## src/rtl/bte_pkg.sv

```systemverilog
// Shared constants, types and register map of the bit and transfer executor.
// Assumes one 25 MHz clock and a synchronous active-high reset everywhere.
package bte_pkg;

  ////////////////////////////////////////////////////////////////////////////
  // Bus register byte offsets
  localparam logic [4:0] ADDR_INSTR  = 5'h00;
  localparam logic [4:0] ADDR_FLAGS  = 5'h04;
  localparam logic [4:0] ADDR_STATUS = 5'h08;
  localparam logic [4:0] ADDR_REGVW  = 5'h0c;
  localparam logic [4:0] ADDR_SP     = 5'h10;

  // Status register fields
  localparam int STAT_BUSY   = 0;
  localparam int STAT_BADOP  = 1;
  localparam int STAT_CNT_LO = 8;
  localparam int STAT_CNT_HI = 11;

  ////////////////////////////////////////////////////////////////////////////
  // Flag register bit positions
  localparam logic [2:0] FLG_CARRY    = 3'h0;
  localparam logic [2:0] FLG_ZERO     = 3'h1;
  localparam logic [2:0] FLG_NEGATIVE = 3'h2;
  localparam logic [2:0] FLG_OVERFLOW = 3'h3;
  localparam logic [2:0] FLG_SIGNED   = 3'h4;
  localparam logic [2:0] FLG_HALF     = 3'h5;
  localparam logic [2:0] FLG_TRANSFER = 3'h6;
  localparam logic [2:0] FLG_IRQ_EN   = 3'h7;

  // Reset values and sizes
  localparam logic [7:0] FLAGS_RESET = 8'h00;
  localparam logic [7:0] SP_RESET    = 8'h7f;
  localparam int         NUM_GPR     = 16;
  localparam int         DMEM_DEPTH  = 128;
  localparam int         DMEM_AW     = 7;
  localparam int         IO_DEPTH    = 64;
  localparam int         IO_AW       = 6;

  // Pointer pairs: low byte index of X, Y and Z
  localparam logic [3:0] PTR_BASE    = 4'ha;
  localparam logic [1:0] PTR_SEL_Z   = 2'h2;

  ////////////////////////////////////////////////////////////////////////////
  // Instruction codes (own encoding, bits 31:26 of the issue word)
  typedef enum logic [5:0] {
    OP_IDLE       = 6'h00, OP_IO_SET   = 6'h01, OP_IO_CLR   = 6'h02,
    OP_FLAG_CAP   = 6'h03, OP_FLAG_RST = 6'h04, OP_FLAG_SET = 6'h05,
    OP_FLAG_CLR   = 6'h06, OP_COPY     = 6'h07, OP_LDI      = 6'h08,
    OP_LD         = 6'h09, OP_LD_INC   = 6'h0a, OP_LD_DEC   = 6'h0b,
    OP_LDS        = 6'h0c, OP_ST       = 6'h0d, OP_ST_INC   = 6'h0e,
    OP_ST_DEC     = 6'h0f, OP_STS      = 6'h10, OP_IN       = 6'h11,
    OP_OUT        = 6'h12, OP_PUSH     = 6'h13, OP_POP      = 6'h14,
    OP_BREAK      = 6'h15, OP_SLEEP    = 6'h16, OP_WDR      = 6'h17
  } bte_op_t;

  // Issue word layout
  typedef struct packed {
    bte_op_t    op;      // 31:26
    logic [1:0] rsv_hi;  // 25:24
    logic [3:0] rd;      // 23:20 destination register
    logic [3:0] rr;      // 19:16 source register
    logic [7:0] k;       // 15:8 constant, address or pointer select
    logic [4:0] rsv_lo;  // 7:3
    logic [2:0] bt;      // 2:0 bit or flag index
  } bte_instr_t;

  // Execution sequencer
  typedef enum logic [1:0] {
    ST_IDLE = 2'b00,
    ST_EX1  = 2'b01,
    ST_EX2  = 2'b10
  } bte_state_t;

endpackage

```

## src/rtl/bte_mem.sv

```systemverilog
// Single-port byte memory with per-bit write mask and registered read data.
// Assumes the caller never needs the written value back in the same cycle.
`timescale 1ns/100ps
module bte_mem #(
  parameter int DEPTH = 128,
  parameter int AW    = 7
) (
  input  wire logic          clk,
  input  wire logic [AW-1:0] addr,
  input  wire logic          we,
  input  wire logic [7:0]    wmask,
  input  wire logic [7:0]    wdata,
  output logic      [7:0]    q
);

  logic [7:0] mem [DEPTH];

  ////////////////////////////////////////////////////////////////////////////
  // Masked write lets a single bit change without a read cycle first
  always_ff @(posedge clk) begin
    if (we) begin
      mem[addr] <= (mem[addr] & ~wmask) | (wdata & wmask);
    end
  end

  // Read returns the old contents on a write to the same address
  always_ff @(posedge clk) begin
    q <= mem[addr];
  end

endmodule

```

## src/rtl/bte_exec.sv

```systemverilog
// Execution unit for bit, flag, data transfer and core control instructions.
// Assumes software issues words over Avalon-MM; data memory and I/O space are local.
//
// Contract
// - Set I/O bit: selected I/O bit goes to one, flags kept, one cycle.
// - Clear I/O bit: selected I/O bit goes to zero, flags kept, one cycle.
// - Bit capture: register bit copied into transfer flag only, one cycle.
// - Bit restore: transfer flag written into register bit, flags kept, one cycle.
// - Carry, negative, zero, signed, interrupt flags set or cleared singly, one cycle.
// - Overflow, transfer, half-carry flags set or cleared singly, one cycle.
// - Post-increment load: read at pointer into register, then pointer plus one; two cycles.
// - Pre-decrement load: pointer minus one, read new address into register; two cycles.
// - Post-increment store: write register at pointer, pointer plus one; one cycle.
// - Pre-decrement store: pointer minus one, then write at new address; two cycles.
// - Direct load: byte at constant address into register, one cycle, flags kept.
// - Direct store: register to constant address, one cycle, flags kept.
// - Port in and out: whole byte between register and I/O location, one cycle.
// - Push: register onto stack, flags kept, two cycles.
// - Pop: stack top into register, flags kept, two cycles.
// - Break, sleep, watchdog restart: one cycle, flags kept, pulse outward; idle: one cycle, flags kept, no pulse.
//
// The register addresses and the Avalon-MM register port were chosen for this implementation.
`timescale 1ns/100ps
module bte_exec import bte_pkg::*; (
  input  wire logic        SYS_CLK,
  input  wire logic        RESET,
  input  wire logic [4:0]  AVS_ADDRESS,
  input  wire logic        AVS_READ,
  input  wire logic        AVS_WRITE,
  input  wire logic [31:0] AVS_WRITEDATA,
  output logic      [31:0] AVS_READDATA,
  output logic             AVS_WAITREQUEST,
  output logic      [7:0]  FLAG_REG,
  output logic             BREAK_PULSE,
  output logic             SLEEP_PULSE,
  output logic             WDOG_RESTART
);

  ////////////////////////////////////////////////////////////////////////////
  // Declarations
  logic [7:0]  gpr_r [NUM_GPR];
  bte_instr_t  instr_r;
  bte_instr_t  new_instr;
  bte_state_t  state_r;
  bte_state_t  state_nxt;
  logic [7:0]  flags_r;
  logic [7:0]  sp_r;
  logic [3:0]  exec_cnt_r;
  logic        bad_op_r;
  logic [3:0]  reg_sel_r;
  logic        rd_valid_r;
  logic [31:0] readdata_r;
  logic        brk_r;
  logic        slp_r;
  logic        wdr_r;
  logic        wr_ok;
  logic        accept;
  logic        ex1;
  logic        ex2;
  logic [3:0]  ptr_lo;
  logic [3:0]  ptr_hi;
  logic [3:0]  acc_lo;
  logic [3:0]  acc_hi;
  logic [15:0] ptr_cur;
  logic [15:0] ptr_acc;
  logic [15:0] ptr_nxt;
  logic        ptr_wr;
  logic        rd_wr;
  logic [7:0]  rd_val;
  logic [7:0]  dmem_addr;
  logic        dmem_we;
  logic [7:0]  dmem_q;
  logic [5:0]  io_addr;
  logic        io_we;
  logic [7:0]  io_mask;
  logic [7:0]  io_wdata;
  logic [7:0]  io_q;
  logic [7:0]  bit_mask;

  ////////////////////////////////////////////////////////////////////////////
  // Helper functions
  function automatic logic two_cycle(input bte_op_t op);
    return op inside {OP_LD_INC, OP_LD_DEC, OP_ST_DEC, OP_PUSH, OP_POP};
  endfunction

  function automatic logic legal_op(input bte_op_t op);
    return op inside {OP_IDLE, OP_IO_SET, OP_IO_CLR, OP_FLAG_CAP, OP_FLAG_RST,
                      OP_FLAG_SET, OP_FLAG_CLR, OP_COPY, OP_LDI, OP_LD,
                      OP_LD_INC, OP_LD_DEC, OP_LDS, OP_ST, OP_ST_INC,
                      OP_ST_DEC, OP_STS, OP_IN, OP_OUT, OP_PUSH, OP_POP,
                      OP_BREAK, OP_SLEEP, OP_WDR};
  endfunction

  // Select code three aliases Z so no index runs past the file
  function automatic logic [3:0] ptr_index(input logic [1:0] sel);
    logic [1:0] s;
    s = (sel > PTR_SEL_Z) ? PTR_SEL_Z : sel;
    return PTR_BASE + {1'b0, s, 1'b0};
  endfunction

  ////////////////////////////////////////////////////////////////////////////
  // Bus decode; every write waits while an instruction is in flight
  assign new_instr = bte_instr_t'(AVS_WRITEDATA);
  assign wr_ok     = AVS_WRITE && (state_r == ST_IDLE);
  assign accept    = wr_ok && (AVS_ADDRESS == ADDR_INSTR);
  assign ex1       = (state_r == ST_EX1);
  assign ex2       = (state_r == ST_EX2);

  // Reads answer one cycle later from a register; writes stall on busy
  assign AVS_WAITREQUEST = (AVS_READ && !rd_valid_r) || (AVS_WRITE && (state_r != ST_IDLE));
  assign AVS_READDATA    = readdata_r;
  assign FLAG_REG        = flags_r;
  assign BREAK_PULSE     = brk_r;
  assign SLEEP_PULSE     = slp_r;
  assign WDOG_RESTART    = wdr_r;

  ////////////////////////////////////////////////////////////////////////////
  // Sequencer: one or two execution cycles after the issue edge
  always_comb begin
    state_nxt = state_r;
    unique case (state_r)
      ST_IDLE: begin
        if (accept) begin
          state_nxt = ST_EX1;
        end
      end
      ST_EX1: begin
        state_nxt = two_cycle(instr_r.op) ? ST_EX2 : ST_IDLE;
      end
      ST_EX2: begin
        state_nxt = ST_IDLE;
      end
      default: begin
        state_nxt = ST_IDLE;
      end
    endcase
  end

  always_ff @(posedge SYS_CLK) begin
    if (RESET) begin
      state_r <= ST_IDLE;
    end else begin
      state_r <= state_nxt;
    end
  end

  // Latched instruction and cycle count of the last one
  always_ff @(posedge SYS_CLK) begin
    if (RESET) begin
      instr_r    <= '0;
      exec_cnt_r <= 4'h0;
    end else if (accept) begin
      instr_r    <= new_instr;
      exec_cnt_r <= 4'h0;
    end else if (state_r != ST_IDLE) begin
      exec_cnt_r <= exec_cnt_r + 4'h1;
    end
  end

  ////////////////////////////////////////////////////////////////////////////
  // Pointer pairs, for the issue word and for the latched instruction
  assign acc_lo  = ptr_index(new_instr.k[1:0]);
  assign acc_hi  = acc_lo + 4'h1;
  assign ptr_lo  = ptr_index(instr_r.k[1:0]);
  assign ptr_hi  = ptr_lo + 4'h1;
  assign ptr_acc = {gpr_r[acc_hi], gpr_r[acc_lo]};
  assign ptr_cur = {gpr_r[ptr_hi], gpr_r[ptr_lo]};

  // Pre-decrement forms step down, post-increment forms step up
  assign ptr_nxt = (instr_r.op inside {OP_LD_DEC, OP_ST_DEC}) ? ptr_cur - 16'h0001
                                                              : ptr_cur + 16'h0001;
  assign ptr_wr  = (ex1 && (instr_r.op == OP_ST_INC)) ||
                   (ex2 && (instr_r.op inside {OP_LD_INC, OP_LD_DEC, OP_ST_DEC}));

  ////////////////////////////////////////////////////////////////////////////
  // Data memory address: reads launch on the issue edge so the
  // byte is ready in the first execution cycle; writes use the latched word
  always_comb begin
    dmem_addr = ptr_cur[7:0];
    if (state_r == ST_IDLE) begin
      unique case (new_instr.op)
        OP_LD_DEC: dmem_addr = ptr_acc[7:0] - 8'h01;
        OP_LDS:    dmem_addr = new_instr.k;
        OP_POP:    dmem_addr = sp_r + 8'h01;
        default:   dmem_addr = ptr_acc[7:0];
      endcase
    end else begin
      unique case (instr_r.op)
        OP_ST_DEC: dmem_addr = ptr_cur[7:0] - 8'h01;
        OP_STS:    dmem_addr = instr_r.k;
        OP_PUSH:   dmem_addr = sp_r;
        default:   dmem_addr = ptr_cur[7:0];
      endcase
    end
  end

  assign dmem_we = ex1 && (instr_r.op inside {OP_ST, OP_ST_INC, OP_ST_DEC, OP_STS, OP_PUSH});

  bte_mem #(
    .DEPTH (DMEM_DEPTH),
    .AW    (DMEM_AW)
  ) u_dmem (
    .clk   (SYS_CLK),
    .addr  (dmem_addr[DMEM_AW-1:0]),
    .we    (dmem_we),
    .wmask (8'hff),
    .wdata (gpr_r[instr_r.rr]),
    .q     (dmem_q)
  );

  ////////////////////////////////////////////////////////////////////////////
  // I/O space; bit writes use the mask so no read-modify-write cycle is spent
  assign bit_mask = 8'h01 << instr_r.bt;
  assign io_addr  = (state_r == ST_IDLE) ? new_instr.k[IO_AW-1:0] : instr_r.k[IO_AW-1:0];
  assign io_we    = ex1 && (instr_r.op inside {OP_IO_SET, OP_IO_CLR, OP_OUT});
  assign io_mask  = (instr_r.op == OP_OUT) ? 8'hff : bit_mask;
  assign io_wdata = (instr_r.op == OP_OUT)    ? gpr_r[instr_r.rr] :
                    (instr_r.op == OP_IO_SET) ? 8'hff : 8'h00;

  bte_mem #(
    .DEPTH (IO_DEPTH),
    .AW    (IO_AW)
  ) u_iomem (
    .clk   (SYS_CLK),
    .addr  (io_addr),
    .we    (io_we),
    .wmask (io_mask),
    .wdata (io_wdata),
    .q     (io_q)
  );

  ////////////////////////////////////////////////////////////////////////////
  // Destination register value, written at the end of the first cycle
  always_comb begin
    rd_val = gpr_r[instr_r.rd];
    rd_wr  = ex1;
    unique case (instr_r.op)
      OP_FLAG_RST: rd_val = (gpr_r[instr_r.rd] & ~bit_mask) |
                            (flags_r[FLG_TRANSFER] ? bit_mask : 8'h00);
      OP_COPY:     rd_val = gpr_r[instr_r.rr];
      OP_LDI:      rd_val = instr_r.k;
      OP_LD,
      OP_LD_INC,
      OP_LD_DEC,
      OP_LDS,
      OP_POP:      rd_val = dmem_q;
      OP_IN:       rd_val = io_q;
      default:     rd_wr  = 1'b0;
    endcase
  end

  // Working registers; a pointer update lands after the data write
  always_ff @(posedge SYS_CLK) begin
    if (RESET) begin
      for (int i = 0; i < NUM_GPR; i++) begin
        gpr_r[i] <= 8'h00;
      end
    end else begin
      if (rd_wr) begin
        gpr_r[instr_r.rd] <= rd_val;
      end
      if (ptr_wr) begin
        gpr_r[ptr_lo] <= ptr_nxt[7:0];
        gpr_r[ptr_hi] <= ptr_nxt[15:8];
      end
    end
  end

  ////////////////////////////////////////////////////////////////////////////
  // Flag register; transfer ops never touch any other flag
  always_ff @(posedge SYS_CLK) begin
    if (RESET) begin
      flags_r <= FLAGS_RESET;
    end else if (wr_ok && (AVS_ADDRESS == ADDR_FLAGS)) begin
      flags_r <= AVS_WRITEDATA[7:0];
    end else if (ex1) begin
      unique case (instr_r.op)
        OP_FLAG_CAP: flags_r[FLG_TRANSFER] <= gpr_r[instr_r.rr][instr_r.bt];
        OP_FLAG_SET: flags_r[instr_r.bt]   <= 1'b1;
        OP_FLAG_CLR: flags_r[instr_r.bt]   <= 1'b0;
        default:     flags_r               <= flags_r;
      endcase
    end
  end

  // Stack pointer: push stores then steps down, pop steps up in cycle two
  always_ff @(posedge SYS_CLK) begin
    if (RESET) begin
      sp_r <= SP_RESET;
    end else if (wr_ok && (AVS_ADDRESS == ADDR_SP)) begin
      sp_r <= AVS_WRITEDATA[7:0];
    end else if (ex2 && (instr_r.op == OP_PUSH)) begin
      sp_r <= sp_r - 8'h01;
    end else if (ex2 && (instr_r.op == OP_POP)) begin
      sp_r <= sp_r + 8'h01;
    end
  end

  ////////////////////////////////////////////////////////////////////////////
  // Control pulses; what they cause is up to the units listening
  always_ff @(posedge SYS_CLK) begin
    if (RESET) begin
      brk_r <= 1'b0;
      slp_r <= 1'b0;
      wdr_r <= 1'b0;
    end else begin
      brk_r <= ex1 && (instr_r.op == OP_BREAK);
      slp_r <= ex1 && (instr_r.op == OP_SLEEP);
      wdr_r <= ex1 && (instr_r.op == OP_WDR);
    end
  end

  // Unknown code runs as idle; sticky mark, set beats a clear
  always_ff @(posedge SYS_CLK) begin
    if (RESET) begin
      bad_op_r <= 1'b0;
    end else if (accept && !legal_op(new_instr.op)) begin
      bad_op_r <= 1'b1;
    end else if (wr_ok && (AVS_ADDRESS == ADDR_STATUS) && AVS_WRITEDATA[STAT_BADOP]) begin
      bad_op_r <= 1'b0;
    end
  end

  // Register view selector
  always_ff @(posedge SYS_CLK) begin
    if (RESET) begin
      reg_sel_r <= 4'h0;
    end else if (wr_ok && (AVS_ADDRESS == ADDR_REGVW)) begin
      reg_sel_r <= AVS_WRITEDATA[3:0];
    end
  end

  ////////////////////////////////////////////////////////////////////////////
  // Read path: data captured in the waiting cycle, unmapped reads give zero
  always_ff @(posedge SYS_CLK) begin
    if (RESET) begin
      rd_valid_r <= 1'b0;
      readdata_r <= 32'h0000_0000;
    end else begin
      rd_valid_r <= AVS_READ && !rd_valid_r;
      if (AVS_READ && !rd_valid_r) begin
        readdata_r <= 32'h0000_0000;
        unique case (AVS_ADDRESS)
          ADDR_INSTR:  readdata_r <= instr_r;
          ADDR_FLAGS:  readdata_r[7:0] <= flags_r;
          ADDR_STATUS: begin
            readdata_r[STAT_BUSY]               <= (state_r != ST_IDLE);
            readdata_r[STAT_BADOP]              <= bad_op_r;
            readdata_r[STAT_CNT_HI:STAT_CNT_LO] <= exec_cnt_r;
          end
          ADDR_REGVW:  readdata_r[11:0] <= {reg_sel_r, gpr_r[reg_sel_r]};
          ADDR_SP:     readdata_r[7:0] <= sp_r;
          default:     readdata_r <= 32'h0000_0000;
        endcase
      end
    end
  end

endmodule

```

## config.mk

```make
export PLATFORM = sky130hd
export DESIGN_NAME = bte_exec
export DESIGN_NICKNAME = d
export VERILOG_FILES = /design/src/rtl/bte_pkg.sv /design/src/rtl/bte_mem.sv /design/src/rtl/bte_exec.sv
export SDC_FILE = /design/constraint.sdc
export NUM_CORES = 2
export LEC_CHECK = 0
export BUFFER_PORTS_ARGS = -buffer_cell sky130_fd_sc_hd__buf_4
export CORE_UTILIZATION = 31
export CTS_BUF_LIST = sky130_fd_sc_hd__clkbuf_16
export CTS_CLUSTER_SIZE = 28
export DETAILED_ROUTE_END_ITERATION = 12
export SLEW_MARGIN = 20
export SYNTH_ARGS = -nofsm -noshare
export SYNTH_HDL_FRONTEND = slang
export SYNTH_SLANG_ARGS = --single-unit
```

## constraint.sdc

```tcl
create_clock -name SYS_CLK -period 8.7 [get_ports SYS_CLK]
set_input_delay 0.435 -clock SYS_CLK [delete_from_list [all_inputs] [get_ports SYS_CLK]]
set_output_delay 0.435 -clock SYS_CLK [all_outputs]
set_load 0.05 [all_outputs]
```

# After elaboration in Yosys (flattened, before gate mapping)
# Memories as Yosys holds them, arrays and structs flattened. A register that Yosys moved wholly into a read port is not among the register bits.
# Cells that the tools add are included.
[totals]
wordCells = 209
inputBits = 41
mem_count = 3
out_inout_bits = 44
mem_bits_rw = 1664
register_bits = 103
[memory_table]
columns = ["memory", "depth", "word_bits", "read_ports", "rd_clocked_by_memory_dff", "wr", "line_no", "text"]
rows = [
  ["u_dmem.mem", 128, 8, 1, 1, 1, "bte_mem.sv:16", "logic [7:0] mem [DEPTH];"],
  ["u_iomem.mem", 64, 8, 1, 0, 1, "bte_mem.sv:16", ""],
  ["gpr_r", 16, 8, 6, 3, 16, "bte_exec.sv:41", "logic [7:0] gpr_r [NUM_GPR];"],
]
[op_classes]
bitwise_logic = 10
reduce_logical = 47
n_lt_le_gt_ge = 4
eq_ne = 53
muxes = 61
n_shift = 1
addsub = 10
[ops]
columns = ["op", "n"]
rows = [
  ["== test 6 x 4 -> 1 bit (second input constant)", 16],
  ["== test 6 x 5 -> 1 bit (second input constant)", 16],
  ["2-to-1 mux 8 bit", 12],
  ["== test 6 x 3 -> 1 bit (second input constant)", 8],
  ["one-hot mux 7 bit (3 select lines)", 2],
  ["one-hot mux 8 bit (5 select lines)", 1],
  ["2-to-1 mux 4 bit", 9],
  ["bitwise AND 8 bit", 4],
  ["== test 6 x 2 -> 1 bit (second input constant)", 4],
  ["NOT 8 bit", 3],
  ["bitwise OR 8 bit", 3],
  ["one-hot mux 6 bit (4 select lines)", 1],
  ["nonzero test 24 bit", 1],
  ["OR reduction 8 bit", 3],
  ["logical AND 1 bit", 20],
  ["2-to-1 mux 1 bit", 20],
  ["2-to-1 mux 20 bit", 1],
  ["adder 16 x 1 -> 16 bit (second input constant)", 1],
  ["2-to-1 mux 16 bit", 1],
  ["subtractor 16 x 1 -> 16 bit (second input constant)", 1],
  ["subtractor 7 x 1 -> 7 bit (second input constant)", 2],
  ["== test 6 x 1 -> 1 bit (second input constant)", 2],
  ["one-hot mux 4 bit (3 select lines)", 1],
  ["one-hot mux 6 bit (2 select lines)", 1],
  ["other kinds (36)", 53],
]

# Logic depth before layout (Yosys ltp)
[depth]
depth_word = 9
mapped_depth = 19
depth_no_buf = 16

# Cells and area by module
# A second synthesis with hierarchy kept.
[hier_totals]
hier_cells = 5108
area_unflattened_um2 = 76060.4
[by_module_without_submodules]
columns = ["module", "cells_each", "instances", "seq_area_each_um2", "area_per_inst_um2"]
rows = [
  ["bte_mem (u_dmem)", 2409, 1, 30909.6, 40488.8],
  ["bte_mem (u_iomem)", 1246, 1, 15534.9, 20634.8],
  ["bte_exec", 1453, 1, 5985.7, 14936.8],
]

# Worst setup path after synthesis
# Ideal clock, no wire load.
[synth_path]
kind = "reg2reg"
startpoint = "register (tool-made name)"
endpoint = "memory u_iomem.mem[0][2] (data pin)"
slack_ns = 3.459
stages_incl_launch_ff = 8
n_path_buf = 3
arrival_time_ns = 4.693
t_required_ns = 8.152
setup_ns = 0.548
synth_period_minus_slack_ns = 5.241
path_cell_list = "dfxtp_1 -> clkbuf_1 -> clkbuf_1 -> clkbuf_1 -> mux4_2 -> mux4_2 -> nor2_1 -> a21oi_1"
[synth_lines]
columns = ["item", "line_no"]
rows = [
  ["to (decl)", "bte_mem.sv:16"],
]

# Final worst setup path
[layout_path]
startpoint = "register instr_r[8] (netlist name)"
endpoint = "register u_dmem.q[5] (read register of u_dmem.mem)"
[layout_between]
elab_chain_len = 7
[layout_lines]
columns = ["item", "line_no", "text"]
rows = [
  ["from (decl)", "bte_exec.sv:42", "bte_instr_t instr_r;"],
  ["from (signal assigned)", "bte_exec.sv:153", "instr_r <= new_instr;"],
  ["greater-than comparator 2 bit", "bte_exec.sv:97", "s = (sel > PTR_SEL_Z) ? PTR_SEL_Z : sel;"],
  ["2-to-1 mux 2 bit", "bte_exec.sv:97", ""],
  ["adder 4 x 3 -> 4 bit", "bte_exec.sv:98", "return PTR_BASE + {1'b0, s, 1'b0};"],
  ["memory read (16 x 8 bit)", "--", ""],
  ["subtractor 7 x 1 -> 7 bit", "bte_exec.sv:189", "OP_ST_DEC: dmem_addr = ptr_cur[7:0] - 8'h01;"],
  ["one-hot mux 7 bit (3 select lines) *", "bte_exec.sv:188", "unique case (instr_r.op)"],
  ["2-to-1 mux 7 bit *", "bte_exec.sv:180", "if (state_r == ST_IDLE) begin"],
  ["to (decl)", "bte_mem.sv:13", "output logic [7:0] q"],
]
# Every way passes the cells marked *; elsewhere a longest branch is shown, timed or not.
# A chain may end at the register's enable or synchronous reset.

==> reports/qor.yml <==
synthesis:
  synth_common_cells: "edfxtp_1 (1664), nor2_1 (372), nand2_1 (348)"
  ys_seq_area_share_pct: 70.96
  syn_avg_cell_area_um2: 16.32
  synth.distinct_cells: 100
  yosys-top-cells-area: "edfxtp_1 (68%), mux4_2 (8.8%), dfxtp_1 (3.3%), a22oi_1 (2.8%), nor2_1 (1.9%)"
  yosysWarnings: 0
  synth_area_leader_cell: "edfxtp_1"
  synth_most_common_cell: "edfxtp_1"
  async_flop_share_pct: 0
  syn_nets: 4587
  syn_area_um2: 73880
  synthFlopType: "edfxtp_1"
  synth.top_cell.area_share_pct: 67.63
  synth-edff-count: 1664
  synth-seq-cells: 1787
  syn_inst: 4526
critical_path:
  cpMaxStageDelayCell: "buf_4"
  worst_ep_required_time_ns: 9.41
  cp.arrival_ns: 6.55
  cp_cell_sequence: "buf_4, mux2_1, mux2i_2, ha_1, o211ai_1, nor2_1, o31a_2, buf_12, buf_4, nand3_1, a32o_1, a221oi_1, a31oi_1, or4_1"
  critPathMostFrequentCell: "buf_4"
  worst-r2r-cell-count: 14
  critPathKind: "flop to flop"
  setup.worst_path.end_class: "flop"
  start_kind: "flop"
  critPathMaxStageDelay_ns: 0.78
  crit_fanout: 93
  rrSetupSlack_ns: 2.87
die:
  core_um2: 236100
  rows: 178
  initial_core_util_pct: 31.30
  ios: 85
  die_h_um: 490.2
  die_area_um2: 240300
  chipWidth_um: 490.2
sta:
  fin_worst_skew_ns: 0.05619
  tightest_slew_ns: 1.135
  slew_viol_final: 0
  setup_viol: 0
  period_share_pct: 67.06
  fin_tns_setup_ns: 0
  fmax_ghz: 0.1714
  finalHoldViolations: 0
  min_period_ns: 5.834
  slew_headroom_pct: 24.33
  rsz0062_at_grt: "no"
  whs_ns: 0.1074
  fin_ws_ns: 2.866
clock_tree:
  post_cts_buffers: 0
  htree_levels: 4
  clockBufferDepth: 3
  cts_resized: 0
  postCtsHoldBufs: 31
  cts_buffers: 182
  cts.sink_count: 1787
  clkLatencyLatePin_ns: 0.84
  cts_tree: "done"
  root_buffer: "clkbuf_16"
  path_clk_slew_ns: 0.07
grt:
  track_usage_pct: 16.92
  grt_max_degree: 109
  antenna_found_initial: 12
  grt_pass1_wl_mm: 304.9
  grt_remaining_overflow: 0
  grt_pass1_vias: 42783
route:
  via_count: 43979
  drcViolationCount: 0
  wirelength_mm: 209.5
  drt-wirelength-per-cell_um: 26.43
  drtIter0Drc: 6019
  drtPass1Iterations: 6
  ant_nets: 0
  viasPerCell: 5.549
power:
  max-vdd-ir-drop_mv: 0.2337
  power_density_nw_per_um2: 218.1
  p_leak_nw: 26.62
layout:
  fin_area_um2: 84280
  nets: 4686
  drive_gt1_share_pct: 17.64
  nFillCells: 22013
  syn_to_final_growth_pct: 14.06
worst_hold_path:
  hold_path.class: "primary input to flop"
  worstHoldPathCells: 5
place:
  gp_congestion: 0.8950
  hpwl_mm: 132.1
  io_buffers: 84
  dp_slack_ns: 2.900
  placed_area_um2: 78090
outcome:
  status: "completed"
job:
  cap_violations: 0
[per-stage QoR]
stage	util, %	instances	power (W)
floorplan	-	4526	0.01044
global placement	33.03	7556	0.01092
detailed placement	33.08	7560	0.01094
CTS	35.68	7922	0.01847
global route	35.70	7924	0.01884
finish	35.70	7925	0.01838
[report_power, final]
part | switching [W] | internal [W]
logic | 0.000835 | 0.000387
clock network | 0.00336 | 0.00425
registers | 0.0000676 | 0.00949
total | 0.00426 | 0.0141
[worst paths after layout]
kind | from | to
min | AVS_ADDRESS[2] | bad_op_r
max | instr_r[8] | u_dmem.q[5]
max reg2reg | instr_r[8] | u_dmem.q[5]
min reg2reg | AVS_READDATA[17] | AVS_READDATA[17]
[flip-flops by register name, indices dropped and copies added (netlist names), named ones only]
register,flops
FLAG_REG,1
gpr_r,128
sp_r,8
reg_sel_r,4
bad_op_r,1
u_dmem.q,8
WDOG_RESTART,1
SLEEP_PULSE,1
instr_r,32
u_dmem.mem,1024
state_r,2
u_iomem.q,8
u_iomem.mem,512
BREAK_PULSE,1
exec_cnt_r,4
rd_valid_r,1
AVS_READDATA,32
[per-layer routing]
metal | track usage (%) | vias up | routed length, µm
li1 | - | 18495 | -
met1 | 23.35 | 22790 | 85740
met2 | 26.88 | 2290 | 98580
met3 | 3.088 | 400 | 18610
met4 | 5.471 | 4 | 6515
met5 | 0 | - | 23
[worst max-delay path, delay by kind of cell (launching register included)]
family / cells / cell delay, ns
buffers and inverters: 3 / 1.57
AO/OA/AOI/OAI: 5 / 1.48
AND/OR/NAND/NOR: 3 / 1.00
multiplexers: 2 / 0.85
flip-flops: 1 / 0.31
adder cells (fa/ha/maj): 1 / 0.27
[layout by cell type, fill, tap and decap left out, types with 15 or more instances in the layout]
cell | netlist | layout
edfxtp_1 | 1664 | 1664
nor2_1 | 372 | 362
nand2_1 | 348 | 347
mux4_2 | 288 | 280
a22oi_1 | 271 | 271
buf_4 | 25 | 194
clkbuf_16 | 0 | 184
mux2i_1 | 133 | 132
dfxtp_1 | 123 | 117
a22o_1 | 84 | 84
a21oi_1 | 90 | 82
nand3_1 | 79 | 79
a31oi_1 | 71 | 71
o21ai_0 | 67 | 66
inv_1 | 19 | 60
a221oi_1 | 55 | 55
and3_1 | 40 | 40
clkinv_1 | 0 | 40
nor3_1 | 56 | 36
o22ai_1 | 31 | 31
dlygate4sd3_1 | 0 | 31
nand2b_1 | 29 | 29
clkinv_2 | 0 | 29
a41oi_1 | 28 | 28
nor3_2 | 2 | 22
a222oi_1 | 19 | 19
ha_1 | 19 | 19
nand3b_1 | 15 | 15
xor2_1 | 15 | 15
nor2b_1 | 16 | 15
a211oi_1 | 15 | 15
[layout make-up]
type	count	area [µm²]	area share [%]
clock inverters	147	1217	1.445
well taps	3150	3941	4.677
clock buffers	184	4604	5.464
repair buffers	231	1877	2.227
multi-input cells	2403	20120	23.87
flip-flops and latches	1787	52440	62.22
diodes	3	7.507	0.008908
inverters	20	75.07	0.08908
[cells by family after synthesis]
kind of cell | synth area share [%]
fa+ha+maj | 0.3489
compound gates | 8.415
buf+inv | 2.256
flops | 70.96
xor+xnor | 0.3082
simple gates | 6.582
mux | 11.13
Power figures use the tool's default switching activity.
